==> src/pkg/lcd_host_defines.svh <==
`ifndef LCD_HOST_DEFINES_SVH
`define LCD_HOST_DEFINES_SVH

// Byte width on the host bus and in the serial shifter
`define BYTE_W          8
// Bit count of the serial shifter, last bit index of a byte
`define BIT_CNT_W       3
`define BIT_LAST        3'h7
// Reset values
`define BYTE_RST        8'h00
`define BIT_CNT_RST     3'h0
`define SETTLE_RST      3'h0
// Pin positions inside the synchroniser vector
`define SYN_W           15
`define SYN_IFSEL       14
`define SYN_FAMILY      13
`define SYN_CSL_N       12
`define SYN_CSH         11
`define SYN_DC          10
`define SYN_RD_E        9
`define SYN_WR_RW       8
`define SYN_DATA_LO     0
// Serial data and serial clock share data lines 7 and 6
`define SER_DATA_BIT    7
`define SER_CLK_BIT     6
// Write FIFO entry: display data flag above the byte
`define FIFO_W          9
`define FIFO_DC_BIT     8
`define FIFO_DEPTH      4

`endif

==> src/pkg/lcd_host_pkg.sv <==
package lcd_host_pkg;

   // Host link style chosen by the two straps
   typedef enum logic [1:0] {
      MODE_SERIAL,
      MODE_SEPARATE,
      MODE_ENABLE
   } mode_t;

endpackage

==> src/rtl/lcd_host_bus_interface.sv <==
`timescale 1ns/100ps
// What this block does
// - Interface strap picks parallel or serial link
// - Serial link is write only
// - Family strap picks enable or separate strobes
// - Select and direction decode data, status, command
// - Active only with low and high selects
// - Otherwise bus released, controls ignored
// - Serial bit taken on clock rise, MSB first
// - Eighth rising edge forms the byte
// - Select sampled at eighth edge marks type
// - Deselect clears shifter and bit counter
// - Display reads lag one through the bus holder
// - Writes posted, up to four queued for the core
// - Enable style: direction high read, low write
// - Separate style: write latched on strobe rise
// - Separate style: drive bus while read low

`include "lcd_host_defines.svh"

module lcd_write_fifo #(
   parameter int WIDTH = 9,
   parameter int DEPTH = 4
) (
   // Clock and reset
   input  wire logic             clock,
   input  wire logic             reset_n,
   // Filling side
   input  wire logic             in_valid,
   output logic                  in_ready,
   input  wire logic [WIDTH-1:0] in_data,
   // Draining side
   output logic                  out_valid,
   input  wire logic             out_ready,
   output logic [WIDTH-1:0]      out_data
);

   localparam int AW = $clog2(DEPTH);

   logic [WIDTH-1:0] mem_ff [DEPTH];
   logic [AW-1:0]    wr_ptr_ff;
   logic [AW-1:0]    rd_ptr_ff;
   logic [AW:0]      count_ff;
   logic             do_push;
   logic             do_pop;

   assign in_ready  = (count_ff != (AW+1)'(DEPTH));
   assign out_valid = (count_ff != '0);
   assign do_push   = in_valid & in_ready;
   assign do_pop    = out_valid & out_ready;
   assign out_data  = mem_ff[rd_ptr_ff];

   always_ff @(posedge clock) begin
      if (do_push) begin
         mem_ff[wr_ptr_ff] <= in_data;
      end
   end

   always_ff @(posedge clock or negedge reset_n) begin
      if (!reset_n) begin
         wr_ptr_ff <= '0;
      end else if (do_push) begin
         wr_ptr_ff <= (wr_ptr_ff == AW'(DEPTH-1)) ? '0 : wr_ptr_ff + 1'b1;
      end
   end

   always_ff @(posedge clock or negedge reset_n) begin
      if (!reset_n) begin
         rd_ptr_ff <= '0;
      end else if (do_pop) begin
         rd_ptr_ff <= (rd_ptr_ff == AW'(DEPTH-1)) ? '0 : rd_ptr_ff + 1'b1;
      end
   end

   always_ff @(posedge clock or negedge reset_n) begin
      if (!reset_n) begin
         count_ff <= '0;
      end else if (do_push & !do_pop) begin
         count_ff <= count_ff + 1'b1;
      end else if (do_pop & !do_push) begin
         count_ff <= count_ff - 1'b1;
      end
   end

endmodule

module lcd_host_bus_interface
   import lcd_host_pkg::*;
(
   // Clock and reset
   input  wire logic               clock,
   input  wire logic               reset_n,
   // Straps
   input  wire logic               interface_select,
   input  wire logic               bus_family_select,
   // Host control pins
   input  wire logic               chip_select_low_n,
   input  wire logic               chip_select_high,
   input  wire logic               data_command_select,
   input  wire logic               read_n_or_enable,
   input  wire logic               write_n_or_direction,
   // Host data pins
   input  wire logic [`BYTE_W-1:0] data_in,
   output logic [`BYTE_W-1:0]      data_out,
   output logic                    data_oe,
   // Posted writes toward the core
   output logic                    cmd_valid,
   input  wire logic               cmd_ready,
   output logic [`BYTE_W-1:0]      cmd_data,
   output logic                    cmd_is_display,
   output logic                    host_write_ready,
   // Display RAM read port
   output logic                    ram_read_req,
   input  wire logic               ram_read_valid,
   input  wire logic [`BYTE_W-1:0] ram_read_data,
   // Status byte from the core
   input  wire logic [`BYTE_W-1:0] status_byte
);

   logic [`SYN_W-1:0]     pins;
   logic [`SYN_W-1:0]     sync1_ff;
   logic [`SYN_W-1:0]     sync2_ff;
   logic                  rd_e_prev_ff;
   logic                  wr_rw_prev_ff;
   logic                  scl_prev_ff;
   logic                  selected;
   logic                  dc_s;
   logic                  rd_e_s;
   logic                  wr_rw_s;
   logic                  si_s;
   logic                  scl_s;
   logic [`BYTE_W-1:0]    bus_s;
   mode_t                 mode;
   logic                  rd_e_rise;
   logic                  rd_e_fall;
   logic                  wr_rise;
   logic                  scl_rise;
   logic [`BYTE_W-1:0]    shift_ff;
   logic [`BIT_CNT_W-1:0] bit_cnt_ff;
   logic                  push;
   logic [`BYTE_W-1:0]    push_byte;
   logic                  read_start;
   logic                  read_end;
   logic                  nxt_oe;
   logic [`BYTE_W-1:0]    holder_ff;
   logic [`BYTE_W-1:0]    data_out_ff;
   logic                  data_oe_ff;
   logic                  ram_read_req_ff;
   logic [`FIFO_W-1:0]    fifo_out;
   logic [2:0]            settle_ff;
   logic                  edges_ok;

   // Pin synchroniser
   assign pins = {interface_select, bus_family_select, chip_select_low_n,
                  chip_select_high, data_command_select, read_n_or_enable,
                  write_n_or_direction, data_in};

   always_ff @(posedge clock or negedge reset_n) begin
      if (!reset_n) begin
         sync1_ff <= '0;
         sync2_ff <= '0;
      end else begin
         sync1_ff <= pins;
         sync2_ff <= sync1_ff;
      end
   end

   assign dc_s    = sync2_ff[`SYN_DC];
   assign rd_e_s  = sync2_ff[`SYN_RD_E];
   assign wr_rw_s = sync2_ff[`SYN_WR_RW];
   assign bus_s   = sync2_ff[`SYN_DATA_LO +: `BYTE_W];
   assign si_s    = bus_s[`SER_DATA_BIT];
   assign scl_s   = bus_s[`SER_CLK_BIT];

   // Both selects must agree before anything is seen
   assign selected = !sync2_ff[`SYN_CSL_N] & sync2_ff[`SYN_CSH];

   // Link style from the straps
   always_comb begin
      if (!sync2_ff[`SYN_IFSEL]) begin
         mode = MODE_SERIAL;
      end else if (sync2_ff[`SYN_FAMILY]) begin
         mode = MODE_ENABLE;
      end else begin
         mode = MODE_SEPARATE;
      end
   end

   // Edge history of the strobes and serial clock
   always_ff @(posedge clock or negedge reset_n) begin
      if (!reset_n) begin
         rd_e_prev_ff  <= 1'b0;
         wr_rw_prev_ff <= 1'b0;
         scl_prev_ff   <= 1'b0;
      end else begin
         rd_e_prev_ff  <= rd_e_s;
         wr_rw_prev_ff <= wr_rw_s;
         scl_prev_ff   <= scl_s;
      end
   end

   // Edges held off until the history holds real pin levels
   always_ff @(posedge clock or negedge reset_n) begin
      if (!reset_n) begin
         settle_ff <= `SETTLE_RST;
      end else begin
         settle_ff <= {settle_ff[1:0], 1'h1};
      end
   end

   assign edges_ok = settle_ff[2];

   // Strobe and serial clock edges
   assign rd_e_rise = edges_ok & rd_e_s & !rd_e_prev_ff;
   assign rd_e_fall = edges_ok & !rd_e_s & rd_e_prev_ff;
   assign wr_rise   = edges_ok & wr_rw_s & !wr_rw_prev_ff;
   assign scl_rise  = edges_ok & scl_s & !scl_prev_ff;

   // Serial shifter, cleared whenever not selected in serial mode
   always_ff @(posedge clock or negedge reset_n) begin
      if (!reset_n) begin
         shift_ff   <= `BYTE_RST;
      end else if (!selected || mode != MODE_SERIAL) begin
         shift_ff   <= `BYTE_RST;
      end else if (scl_rise) begin
         shift_ff   <= {shift_ff[`BYTE_W-2:0], si_s};
      end
   end

   // Bit counter toward the byte boundary
   always_ff @(posedge clock or negedge reset_n) begin
      if (!reset_n) begin
         bit_cnt_ff <= `BIT_CNT_RST;
      end else if (!selected || mode != MODE_SERIAL) begin
         bit_cnt_ff <= `BIT_CNT_RST;
      end else if (scl_rise) begin
         bit_cnt_ff <= bit_cnt_ff + 1'b1;
      end
   end

   // Write decode; select level gives data or command
   always_comb begin
      push      = 1'b0;
      push_byte = bus_s;
      unique case (mode)
         MODE_SEPARATE: begin
            push = selected & wr_rise;
         end
         MODE_ENABLE: begin
            push = selected & rd_e_fall & !wr_rw_s;
         end
         MODE_SERIAL: begin
            push      = selected & scl_rise & (bit_cnt_ff == `BIT_LAST);
            push_byte = {shift_ff[`BYTE_W-2:0], si_s};
         end
      endcase
   end

   // Read decode; serial mode has no read path
   always_comb begin
      read_start = 1'b0;
      read_end   = 1'b0;
      nxt_oe     = 1'b0;
      unique case (mode)
         MODE_SEPARATE: begin
            read_start = selected & rd_e_fall;
            read_end   = selected & rd_e_rise;
            nxt_oe     = selected & !rd_e_s;
         end
         MODE_ENABLE: begin
            read_start = selected & rd_e_rise & wr_rw_s;
            read_end   = selected & rd_e_fall & wr_rw_s;
            nxt_oe     = selected & rd_e_s & wr_rw_s;
         end
         MODE_SERIAL: begin
            nxt_oe = 1'b0;
         end
      endcase
   end

   // Bus holder: refilled from RAM after each display read
   always_ff @(posedge clock or negedge reset_n) begin
      if (!reset_n) begin
         holder_ff <= `BYTE_RST;
      end else if (ram_read_valid) begin
         holder_ff <= ram_read_data;
      end
   end

   // One-cycle fetch after each display read
   always_ff @(posedge clock or negedge reset_n) begin
      if (!reset_n) begin
         ram_read_req_ff <= 1'b0;
      end else begin
         ram_read_req_ff <= read_end & dc_s;
      end
   end

   // Output byte: holder for display data, status otherwise
   always_ff @(posedge clock or negedge reset_n) begin
      if (!reset_n) begin
         data_out_ff <= `BYTE_RST;
      end else if (read_start) begin
         data_out_ff <= dc_s ? holder_ff : status_byte;
      end
   end

   // Bus released unless selected and reading
   always_ff @(posedge clock or negedge reset_n) begin
      if (!reset_n) begin
         data_oe_ff <= 1'b0;
      end else begin
         data_oe_ff <= nxt_oe;
      end
   end

   // Posted writes held until the core takes them
   lcd_write_fifo #(
      .WIDTH (`FIFO_W),
      .DEPTH (`FIFO_DEPTH)
   ) u_write_fifo (
      .clock     (clock),
      .reset_n   (reset_n),
      .in_valid  (push),
      .in_ready  (host_write_ready),
      .in_data   ({dc_s, push_byte}),
      .out_valid (cmd_valid),
      .out_ready (cmd_ready),
      .out_data  (fifo_out)
   );

   // Outputs from their registers, FIFO byte and flag through its read mux
   assign cmd_data       = fifo_out[`BYTE_W-1:0];
   assign cmd_is_display = fifo_out[`FIFO_DC_BIT];
   assign data_out       = data_out_ff;
   assign data_oe        = data_oe_ff;
   assign ram_read_req   = ram_read_req_ff;

endmodule

==> config.mk <==
export PLATFORM = sky130hd
export DESIGN_NAME = lcd_host_bus_interface
export DESIGN_NICKNAME = d
export VERILOG_FILES = /design/src/pkg/lcd_host_pkg.sv /design/src/rtl/lcd_host_bus_interface.sv
export VERILOG_INCLUDE_DIRS = /design/src /design/src/pkg
export SDC_FILE = /design/constraint.sdc
export NUM_CORES = 1
export LEC_CHECK = 0
export BUFFER_PORTS_ARGS = -buffer_cell sky130_fd_sc_hd__buf_2
export CAP_MARGIN = 20
export CORE_MARGIN = 2
export CORE_UTILIZATION = 55
export CTS_CLUSTER_SIZE = 12
export DETAILED_ROUTE_END_ITERATION = 8
export GPL_TIMING_DRIVEN = 0
export PLACE_DENSITY = 0.77
export SETUP_SLACK_MARGIN = 0.4
export SLEW_MARGIN = 10
export SYNTH_ARGS = -nofsm -noshare
export SYNTH_HDL_FRONTEND = slang
export SYNTH_SLANG_ARGS = --single-unit
==> constraint.sdc <==
create_clock -name clock -period 3.2 [get_ports clock]
set_input_delay 0.32 -clock clock [delete_from_list [all_inputs] [get_ports clock]]
set_output_delay 0.32 -clock clock [all_outputs]
set_load 0.01 [all_outputs]
# Word level (Yosys, flattened, before mapping)
# Memories as Yosys holds them, arrays and structs flattened.
# Cells that the tools add are included.
# op_classes
addsub,5
n_bitwise,25
mux,18
n_eq_ne,6
n_reduce_logical,15
# op_table
operator,n
AND 1 bit,25
2-to-1 mux 8 bit,2
2-to-1 mux 7 bit,2
2-to-1 mux 3 bit,4
logical NOT 1 bit,9
2-to-1 mux 2 bit,4
adder 3 x 1 -> 3 bit (second input constant),2
equality test 2 bit (second input constant),3
case mux 1 bit (3 select lines),2
nonzero test 2 bit,3
adder 2 x 1 -> 2 bit (second input constant),2
case mux 1 bit (2 select lines),2
equality test 3 bit (second input constant),1
inequality test 3 bit (second input constant),1
nonzero test 3 bit,1
subtractor 3 x 1 -> 3 bit (second input constant),1
equality test 2 x 1 -> 1 bit (second input constant),1
logical NOT 2 bit,1
2-to-1 mux 1 bit,2
logical OR 1 bit,1
# totals
word_cells,85
register_bits,71
output_inout_bits,21
n_memories,1
inputBits,35
mem_bits_rw,36
# memory_table
name,words,word_bits,read_ports,rd_ports_with_merged_regs,write_ports,line_no,text
u_write_fifo.mem_ff,4,9,1,0,1,lcd_host_bus_interface.sv:40,logic [WIDTH-1:0] mem_ff [DEPTH];

# Depth between registers and ports, before layout
# Gate-level depths: netlist (run 1).
# logic_depth
depth_word,11
ltp_mapped,10
mapped_depth_nobuf,10

# Hierarchy
# A second synthesis (run 1) with hierarchy kept.
# hier_totals
cells_unflattened,217
area_unflattened_um2,3992.6
# modules_own_cells
module,area_per_inst_um2,cells_per_inst,n_inst,seq_area_each_um2
lcd_host_bus_interface,2247.2,133,1,1601.5
lcd_write_fifo,1745.4,84,1,1256.2

# Least setup slack after synthesis (run 1)
# No wires, ideal clock.
# synth_timing
kind,flip-flop to flip-flop
startpoint,register sync2_ff[12]
endpoint,register u_write_fifo.count_ff[2]
arrival_time_ps,2334
setup_slack_ps,787
setup_time_ps,79
path_stages_with_launch,10
path_buffers,0
required_ps,3121
synth_period_minus_slack_ps,2413
path_cell_list,dfrtp_1 and3b_2 nand3b_1 a222oi_1 ha_1 inv_1 fa_1 xor2_1 nor2_1 xor2_1
# synth_between
elab_chain_cells,9
elab_cells_between_ends,14
cone_classes,mux (2); bitwise (9); reduce/logical (3)
# synth_rtl
element,line_no,text
"start, declared",lcd_host_bus_interface.sv:122,logic [`SYN_W-1:0] sync2_ff;
"start signal, assigned",lcd_host_bus_interface.sv:164,sync2_ff <= sync1_ff;
logical NOT 1 bit *,lcd_host_bus_interface.sv:176,assign selected = !sync2_ff[`SYN_CSL_N] & sync2_ff[`SYN_CSH];
AND 1 bit *,lcd_host_bus_interface.sv:176,
AND 1 bit (on tied branches) (2 in series),"lcd_host_bus_interface.sv:253, lcd_host_bus_interface.sv:250",
case mux 1 bit (3 select lines) *,lcd_host_bus_interface.sv:245,unique case (mode)
AND 1 bit *,lcd_host_bus_interface.sv:49,assign do_push = in_valid & in_ready;
net u_write_fifo.do_push,lcd_host_bus_interface.sv:44,logic do_push;
logical NOT 1 bit,lcd_host_bus_interface.sv:80,end else if (do_pop & !do_push) begin
AND 1 bit,lcd_host_bus_interface.sv:80,
nonzero test 2 bit (no source line),--,
"end signal, assigned",lcd_host_bus_interface.sv:79,count_ff <= count_ff + 1'b1;
"end signal, assigned",lcd_host_bus_interface.sv:81,count_ff <= count_ff - 1'b1;
"end, declared",lcd_host_bus_interface.sv:43,logic [AW:0] count_ff;
# Mark *: on every way through the listed nets, which the timed path passes. The rest lies on a longest branch.
# A chain may end at the register's enable or synchronous reset.

# Worst setup path in the final report (run 1)
# layout_timing
startpoint,register sync2_ff[9]
endpoint,register u_write_fifo.count_ff[2]
# layout_between
elab_chain_cells,10
elab_cells_between_ends,12
cone_classes,mux (2); bitwise (7); reduce/logical (3)
# layout_rtl
element,line_no,text
logical NOT 1 bit *,lcd_host_bus_interface.sv:215,assign rd_e_fall = edges_ok & !rd_e_s & rd_e_prev_ff;
AND 1 bit * (2 in series),lcd_host_bus_interface.sv:215,
AND 1 bit * (2 in series),lcd_host_bus_interface.sv:250,push = selected & rd_e_fall & !wr_rw_s;
case mux 1 bit (3 select lines) *,lcd_host_bus_interface.sv:245,
AND 1 bit *,lcd_host_bus_interface.sv:49,
net u_write_fifo.do_push,lcd_host_bus_interface.sv:44,
logical NOT 1 bit,lcd_host_bus_interface.sv:80,
AND 1 bit,lcd_host_bus_interface.sv:80,
nonzero test 2 bit (no source line),--,
# Marked as above.

==> results of run 1 <==
[metal layers]
metal,vias up,global-route usage (%),routed length (um)
met4,0,7.438,106
met5,-,0,0
li1,976,-,-
met1,1045,22.07,2585
met2,37,28.43,3262
met3,9,3.638,185
[through the flow]
| stage | hold slack (ps) | worst slack [ps] | utilization (%) | power, mW | std cells |
|---|---|---|---|---|---|
| 2_1_floorplan | 24.41 | 787.1 | - | 2.075 | 228 |
| 3_3_place_gp | 331.5 | 495.6 | 63.32 | 2.268 | 378 |
| 3_5_place_dp | 284.3 | 387.5 | 63.64 | 2.309 | 379 |
| 4_1_cts | 46.14 | 833.0 | 67.18 | 3.190 | 398 |
| 5_1_grt | 46.24 | 647.3 | 67.18 | 3.318 | 398 |
| 6_report | 66.00 | 834.9 | 67.18 | 3.146 | 398 |
[worst reg2reg max path, delay by kind of cell (launching register included)]
family                   cells  cell delay (ps)
adder cells (fa/ha/maj)      2              570
flip-flops                   1              450
AND/OR/NAND/NOR              2              430
AO/OA/AOI/OAI                2              300
XOR/XNOR                     2              300
buffers and inverters        2              240
[logic make-up (layout without fill, tap and decap cells)]
| logic type | Yosys count | count (layout) |
|---|---|---|
| xor gates and xnor gates | 3 | 3 |
| AOI/OAI and AO/OA | 23 | 23 |
| DFF | 107 | 107 |
| and+or+nand+nor | 37 | 37 |
| other | 1 | 1 |
| buffers and inverters | 10 | 84 |
| muxes | 38 | 38 |
| adders and majority gates | 9 | 9 |
[worst paths after layout]
kind | start | endpoint | depth (start not counted) | slack (ps)
setup / recovery | sync2_ff[9] | u_write_fifo.count_ff[2] | 10 | 830
hold / removal | bus_family_select | sync1_ff[13] | 1 | 70
setup reg to reg | sync2_ff[9] | u_write_fifo.count_ff[2] | 10 | 830
hold reg to reg | sync1_ff[2] | sync2_ff[2] | 0 | 350
max in group asynchronous | reset_n | sync2_ff[9] | 3 | 2230
min in group asynchronous | reset_n | sync2_ff[2] | 2 | 430
[flip-flops by register name, indices dropped and copies added (netlist names), 3 cells and up]
register               count
bit_cnt_ff                 3
settle_ff                  3
holder_ff                  8
shift_ff                   7
sync2_ff                  15
u_write_fifo.mem_ff       36
u_write_fifo.count_ff      3
sync1_ff                  15
data_out                   8
[synth_stat cells (all sizes together)]
cell    count  area [um2]
or3         1       6.260
nor3        1       5.000
dfrtp      71        1777
and3b       2       18.77
and2        5       37.54
xnor2       1       8.760
nor2b       1       6.260
nor3b       3       27.52
a22o        9       78.83
mux4        9       202.7
and4b       1       10.01
o21ai       2       10.01
clkbuf      4       15.01
a21o        1       7.510
nand3b      1       7.510
and3        1       6.260
a21oi      10       50.05
nor2       12       45.04
nand2       2       7.510
nand4b      2       17.52
mux2       21       236.5
a222oi      1       10.01
edfxtp     36        1081
and4bb      1       12.51
fa          1       20.02
inv         3       11.26
mux2i       8       80.08
buf         3       13.76
or3b        1       8.760
and2b       1       8.760
conb        1       3.750
nand3       2       10.01
xor2        2       17.52
ha          8       100.1
[final cells by class]
type / count / area [um2] / area share, %
plain buffers: 7 / 28.78 / 0.6236
clock buffers: 11 / 132.6 / 2.874
clock inverters: 5 / 85.08 / 1.844
inverters: 3 / 11.26 / 0.2440
multi-input cells: 111 / 1061 / 22.99
flip-flops and latches: 107 / 2858 / 61.93
well taps: 96 / 120.1 / 2.603
repair buffers: 58 / 317.8 / 6.887
[power breakdown]
part	switching, mW	internal [mW]	total, mW
Combinational	0.306	0.317	0.623
Sequential	0.0866	1.56	1.64
Clock	0.429	0.450	0.879
Total	0.822	2.32	3.15
[repair_timing]
action / 4_1_cts / 5_1_grt
buffers inserted: 2 / 0
setup endpoints to repair: 1 / 0
hold buffers: 1 / 0
endpoints found under the hold margin: 30 / 0
resized for setup: 0 / 0
==> metrics.cfg, run 1 <==
[placed_design]
place_congestion = 0.7699
place.detailed.hpwl_um = 4339
placement.cell_area_um2 = 4372
buffer_ports.inserted = 54

[finish]
drive_gt1_share_pct = 37.75
final_cell_mix = 71 x sky130_fd_sc_hd__dfrtp_1, 55 x sky130_fd_sc_hd__buf_2, 36 x sky130_fd_sc_hd__edfxtp_1
n_antenna_cell = 0
fillers = 512
mostFrequentLayoutCell = sky130_fd_sc_hd__dfrtp_1
layout.nets = 341
design_area_um2 = 4614
layout_area_overhead_pct = 16.56

[clocking]
number_of_buffers_created_by_cts = 9
clock_tree.htree_level_count = 3
worst_path_clk_slew_ps = 90
cts_tree = done
ctsRootBufferMaster = sky130_fd_sc_hd__clkbuf_8
cts.sinks = 107
clock_tree.buffer_depth = 2
clock_latency_ps = 360

[grt]
globalRouteTotalUtil_pct = 17.16
grt_start_max_net_pins = 42
first_global_vias = 2078
global_route_wire_length_before_repair_um = 9825
globalRoute.totalOverflow = 0
grt_antenna_before_repair = 0

[run]
maxCapViolCount = 0

[floorplan]
start_util_pct = 57.63
rows = 30
fp.dieArea_um2 = 7893
floorplan.core_area_um2 = 6869
die_w_um = 88.84
dieHeight_um = 88.84
io-pin-count = 56

[timing]
timing.final.hold_violations = 0
final_clock_period_utilization_by_the_worst_path_pct = 73.91
final_setup_vio_count = 0
slew_headroom_pct = 57.38
tns_ps = 0
tightest_slew_ps = 636.5
finalCriticalPeriod_ps = 2365
rsz0062_at_grt = false
finClkSkew_ps = 14.67
number_of_slew_limit_violations_in_the_final_report = 0
fmax_ghz = 0.4228

[synthesis]
number_of_cells_produced_by_synthesis = 228
synth-xor-area-share_pct = 0.6637
syn_area_per_cell_um2 = 17.36
syn_area_um2 = 3959
post_synth_fa_ha_maj_area_fraction_pct = 3.034
synth_seq_cells = 107
yosys-mux-area-fraction_pct = 13.12
mappedNetlistNets = 272
unique_masters_post_synth = 37
yosysWarnings = 0
post_synth_and_or_nand_nor_area_fraction_pct = 5.942
seq_area_frac_synth_pct = 72.19
synth_compound_gate_area_share_pct = 3.951
main_combinational_cell_family_by_area_after_synthesis = multiplexers

[drt]
drt_drc_violations_left = 0
detail_route.wl_per_cell_um = 15.42
drtAntennaViolNets = 0
detailroute.via_count = 2067
vias_per_cell = 5.193
drtPass1Iterations = 4
detailedRoute.firstIterationViolations = 77
drt_wl_total_um = 6139

[critical_path]
path_class = flop to flop
critical_path_arrival_ps = 2640
setup.worst_path.end_class = flop
setup.worst_path.start_class = flop
timing.critical_path.max_delay_family = adder cells
worst-path-max-fanout = 8
crit_path_cell_trace = and4bb_2 > a21oi_1 > a222oi_1 > buf_4 > ha_1 > inv_1 > fa_1 > xor2_1 > nor2_1 > xor2_1
critical_path.n_buffers_inverters = 2
timing.critical_path.mode_cell = sky130_fd_sc_hd__xor2_1
critical_path.slowest_cell = sky130_fd_sc_hd__dfrtp_1
critPathMaxStageDelay_ps = 450
worst_ep_required_time_ps = 3470

[status]
status = complete, no violations

[hold_path]
min-delay-path-class = primary input to flop

[pwr]
power_density_nw_per_um2 = 681.8
power.static_leakage_nw = 1.973
ir_drop_v = 0.0005472

(Power assumes the default switching activity.)
==> run 2: changes to the inputs <==
Settings changed: ABC_AREA set to 1, CORE_UTILIZATION 55 to 51, PLACE_DENSITY 0.77 to 0.75.
Clock period 3.2 ns to 2.1 ns, I/O delays scaled along.
==> metrics.cfg, run 2 <==
[status]
status = complete, no violations

[grt]
first_global_vias = 2670
global_route_wire_length_before_repair_um = 12450
grt_start_max_net_pins = 41
globalRoute.totalOverflow = 0
grt_antenna_before_repair = 0
globalRouteTotalUtil_pct = 18.69

[finish]
largest_registers = u_write_fifo.mem_ff (36), sync1_ff (15), sync2_ff (15)
largest-register = u_write_fifo.mem_ff
layout.nets = 493
fillers = 587
multi_input_gate_area_um2 = 1180
layout_area_overhead_pct = 27.49
largest_reg_flops = 36
mostFrequentLayoutCell = sky130_fd_sc_hd__dfrtp_1
final_cell_mix = 68 x sky130_fd_sc_hd__dfrtp_1, 56 x sky130_fd_sc_hd__buf_2, 42 x sky130_fd_sc_hd__nand2_1
design_area_um2 = 5216
layoutNonFillerInstCount = 556
drive_gt1_share_pct = 31.50
n_antenna_cell = 0
final_core_utilization_pct = 67.16
ff_latch_area_um2 = 2861

[synthesis]
seq_area_frac_synth_pct = 69.85
synth_top_cell_by_area = sky130_fd_sc_hd__dfrtp_1
yosysWarnings = 0
synth.most_common_cell = sky130_fd_sc_hd__dfrtp_1
synth.top_cells.by_count = 71 x sky130_fd_sc_hd__dfrtp_1, 44 x sky130_fd_sc_hd__nand2_1, 39 x sky130_fd_sc_hd__nor2_1
number_of_cells_produced_by_synthesis = 346
synth_top_area_share_pct = 43.43
syn_area_per_cell_um2 = 11.82
mappedNetlistNets = 390
ys_async_sr_fraction_pct = 66.36
unique_masters_post_synth = 32
synth-edff-count = 36
ys_top_cells_by_area = sky130_fd_sc_hd__dfrtp_1 43%, sky130_fd_sc_hd__edfxtp_1 26%, sky130_fd_sc_hd__o21ai_0 4.3%, sky130_fd_sc_hd__nand2_1 4.0%, sky130_fd_sc_hd__nor2_1 3.6%
syn_area_um2 = 4091
synth_seq_cells = 107
yosys_most_used_dff = sky130_fd_sc_hd__dfrtp_1

[drt]
detail_route.wl_per_cell_um = 13.77
vias_per_cell = 4.984
drt_drc_violations_left = 0
drt_wl_total_um = 7656
detailroute.via_count = 2771
drtAntennaViolNets = 0
drtPass1Iterations = 4
detailedRoute.firstIterationViolations = 175

[timing]
slew_headroom_pct = 50.40
rsz0062_at_grt = true
final_setup_vio_count = 0
final_clock_period_utilization_by_the_worst_path_pct = 98.56
finalWorstSetupSlack_ps = 30.26
fmax_ghz = 0.4832
finClkSkew_ps = 17.57
tightest_slew_ps = 741.3
finalCriticalPeriod_ps = 2070
number_of_slew_limit_violations_in_the_final_report = 0
timing.final.hold_violations = 0

[floorplan]
dieHeight_um = 93.57
die_w_um = 93.57
io-pin-count = 56
start_util_pct = 52.67
fp.dieArea_um2 = 8754
rows = 32
floorplan.core_area_um2 = 7767

[pwr]
total_switching_power_mw = 1.625
power.sequential.fraction_pct = 48.6
ir_drop_v = 0.0004351
clock_network_power_share_pct = 23.5
power_density_nw_per_um2 = 1011
internal_cell_power_mw = 3.649
total_power_mw = 5.274
power.static_leakage_nw = 2.276
power.share.combinational_pct = 28.0
switching_share_pct = 30.81

[critical_path]
setup.worst_path.end_class = flop
worst_ep_required_time_ps = 2360
setup.worst_path.start_class = flop
worst-path-max-fanout = 5
critical_path_arrival_ps = 2330
path_class = flop to flop

[clocking]
cts_tree = done
clock_latency_ps = 360
number_of_buffers_created_by_cts = 9
ctsRootBufferMaster = sky130_fd_sc_hd__clkbuf_8
cts.sinks = 107
clock_tree.htree_level_count = 3
clock_tree.buffer_depth = 2
worst_path_clk_slew_ps = 100

[placed_design]
buffer_ports.inserted = 55
place_ws_ps = -125.2
dp_cells = 504
place_congestion = 0.8647
placement.cell_area_um2 = 4566
place.detailed.hpwl_um = 4917

[run]
maxCapViolCount = 0

[hold_path]
min-delay-path-class = primary input to flop

==> run 2: cell count changes after synthesis, sizes merged, moves of 11 or more <==
cell,delta
inv,+35
mux2,-20
nand3,+11
o21ai,+36
o22ai,+16
nand2,+48
nor2,+32
==> run 2: power by group through the flow <==
stage / sequential [mW] / combinational [mW] / clock (mW)
after CTS: 2.55 / 1.40 / 1.27
after floorplan: 2.56 / 0.768 / 0
final: 2.56 / 1.47 / 1.24
after global placement: 2.57 / 1.15 / 0
after global routing: 2.59 / 1.63 / 1.36
after detailed placement: 2.57 / 1.22 / 0
==> run 2: logic make-up (layout without fill, tap and decap cells) <==
| family | after synthesis | after routing | share of synthesized area, % |
|---|---|---|---|
| xor+xnor | 2 | 2 | 0.4282 |
| mux | 1 | 1 | 0.2752 |
| compound gates | 70 | 70 | 9.542 |
| buf+inv | 46 | 154 | 4.465 |
| other cells | 1 | 1 | 0.09166 |
| flops | 107 | 107 | 69.85 |
| simple gates | 110 | 110 | 12.42 |
| fa+ha+maj | 9 | 9 | 2.936 |
==> run 2: final cells by class <==
cell class	instances	share of cell area (%)
buffer	8	1.343
multi-input combinational	193	22.62
inverter	38	2.926
sequential	107	54.86
clock buffer	14	3.718
tap	102	2.447
timing repair buffer	92	11.78
clock inverter	2	0.3118
==> run 2: per-layer routing <==
| metal | vias to the layer above | GRT usage, % | part of all wire [%] |
|---|---|---|---|
| li1 | 1355 | - | - |
| met1 | 1363 | 24.07 | 44 |
| met2 | 49 | 31.77 | 53 |
| met3 | 4 | 4.110 | 3.2 |
| met4 | 0 | 6.039 | 0.74 |
| met5 | - | 0 | 0 |
==> run 2: critical path: stages (launching register included) <==
cell                      delay, ps
sky130_fd_sc_hd__dfrtp_1        400
sky130_fd_sc_hd__ha_2           200
sky130_fd_sc_hd__ha_4           150
sky130_fd_sc_hd__nand3_2         80
sky130_fd_sc_hd__nand3_4         80
sky130_fd_sc_hd__nand2_4        110
sky130_fd_sc_hd__inv_4           40
sky130_fd_sc_hd__ha_4           150
sky130_fd_sc_hd__inv_4           60
sky130_fd_sc_hd__fa_2           430
sky130_fd_sc_hd__mux2_4         270
==> run 2: path summary, 6_finish.rpt <==
path / to / start / slack (ps) / cells after the start
setup / recovery: u_write_fifo.count_ff[1] / bit_cnt_ff[1] / 30 / 10
hold / removal: holder_ff[6] / ram_read_data[6] / 50 / 3
setup reg to reg: u_write_fifo.count_ff[1] / bit_cnt_ff[1] / 30 / 10
hold reg to reg: sync2_ff[9] / sync1_ff[9] / 330 / 0
max in group asynchronous: u_write_fifo.rd_ptr_ff[1] / reset_n / 1230 / 3
min in group asynchronous: sync2_ff[5] / reset_n / 320 / 2
==> run 2: metrics by stage <==
| step | hold slack, ps | TNS [ps] |
|---|---|---|
| 2_1_floorplan | -85.59 | 0 |
| 3_5_place_dp | 172.1 | -710.5 |
| 4_1_cts | 44.43 | 0 |
| 5_1_grt | 37.60 | -332.0 |
| 3_3_place_gp | 318.0 | -343.6 |
| 6_report | 53.20 | 0 |
==> run 2: repair_timing <==
| action | CTS | global route |
|---|---|---|
| hold buffers | 16 | 0 |
| endpoints found under the setup margin | 49 | 49 |
| setup buffers | 12 | 6 |
| pin swaps | 8 | 9 |
| gates resized for setup | 22 | 21 |
| cloned | 2 | 0 |
| endpoints found under the hold margin | 46 | 0 |
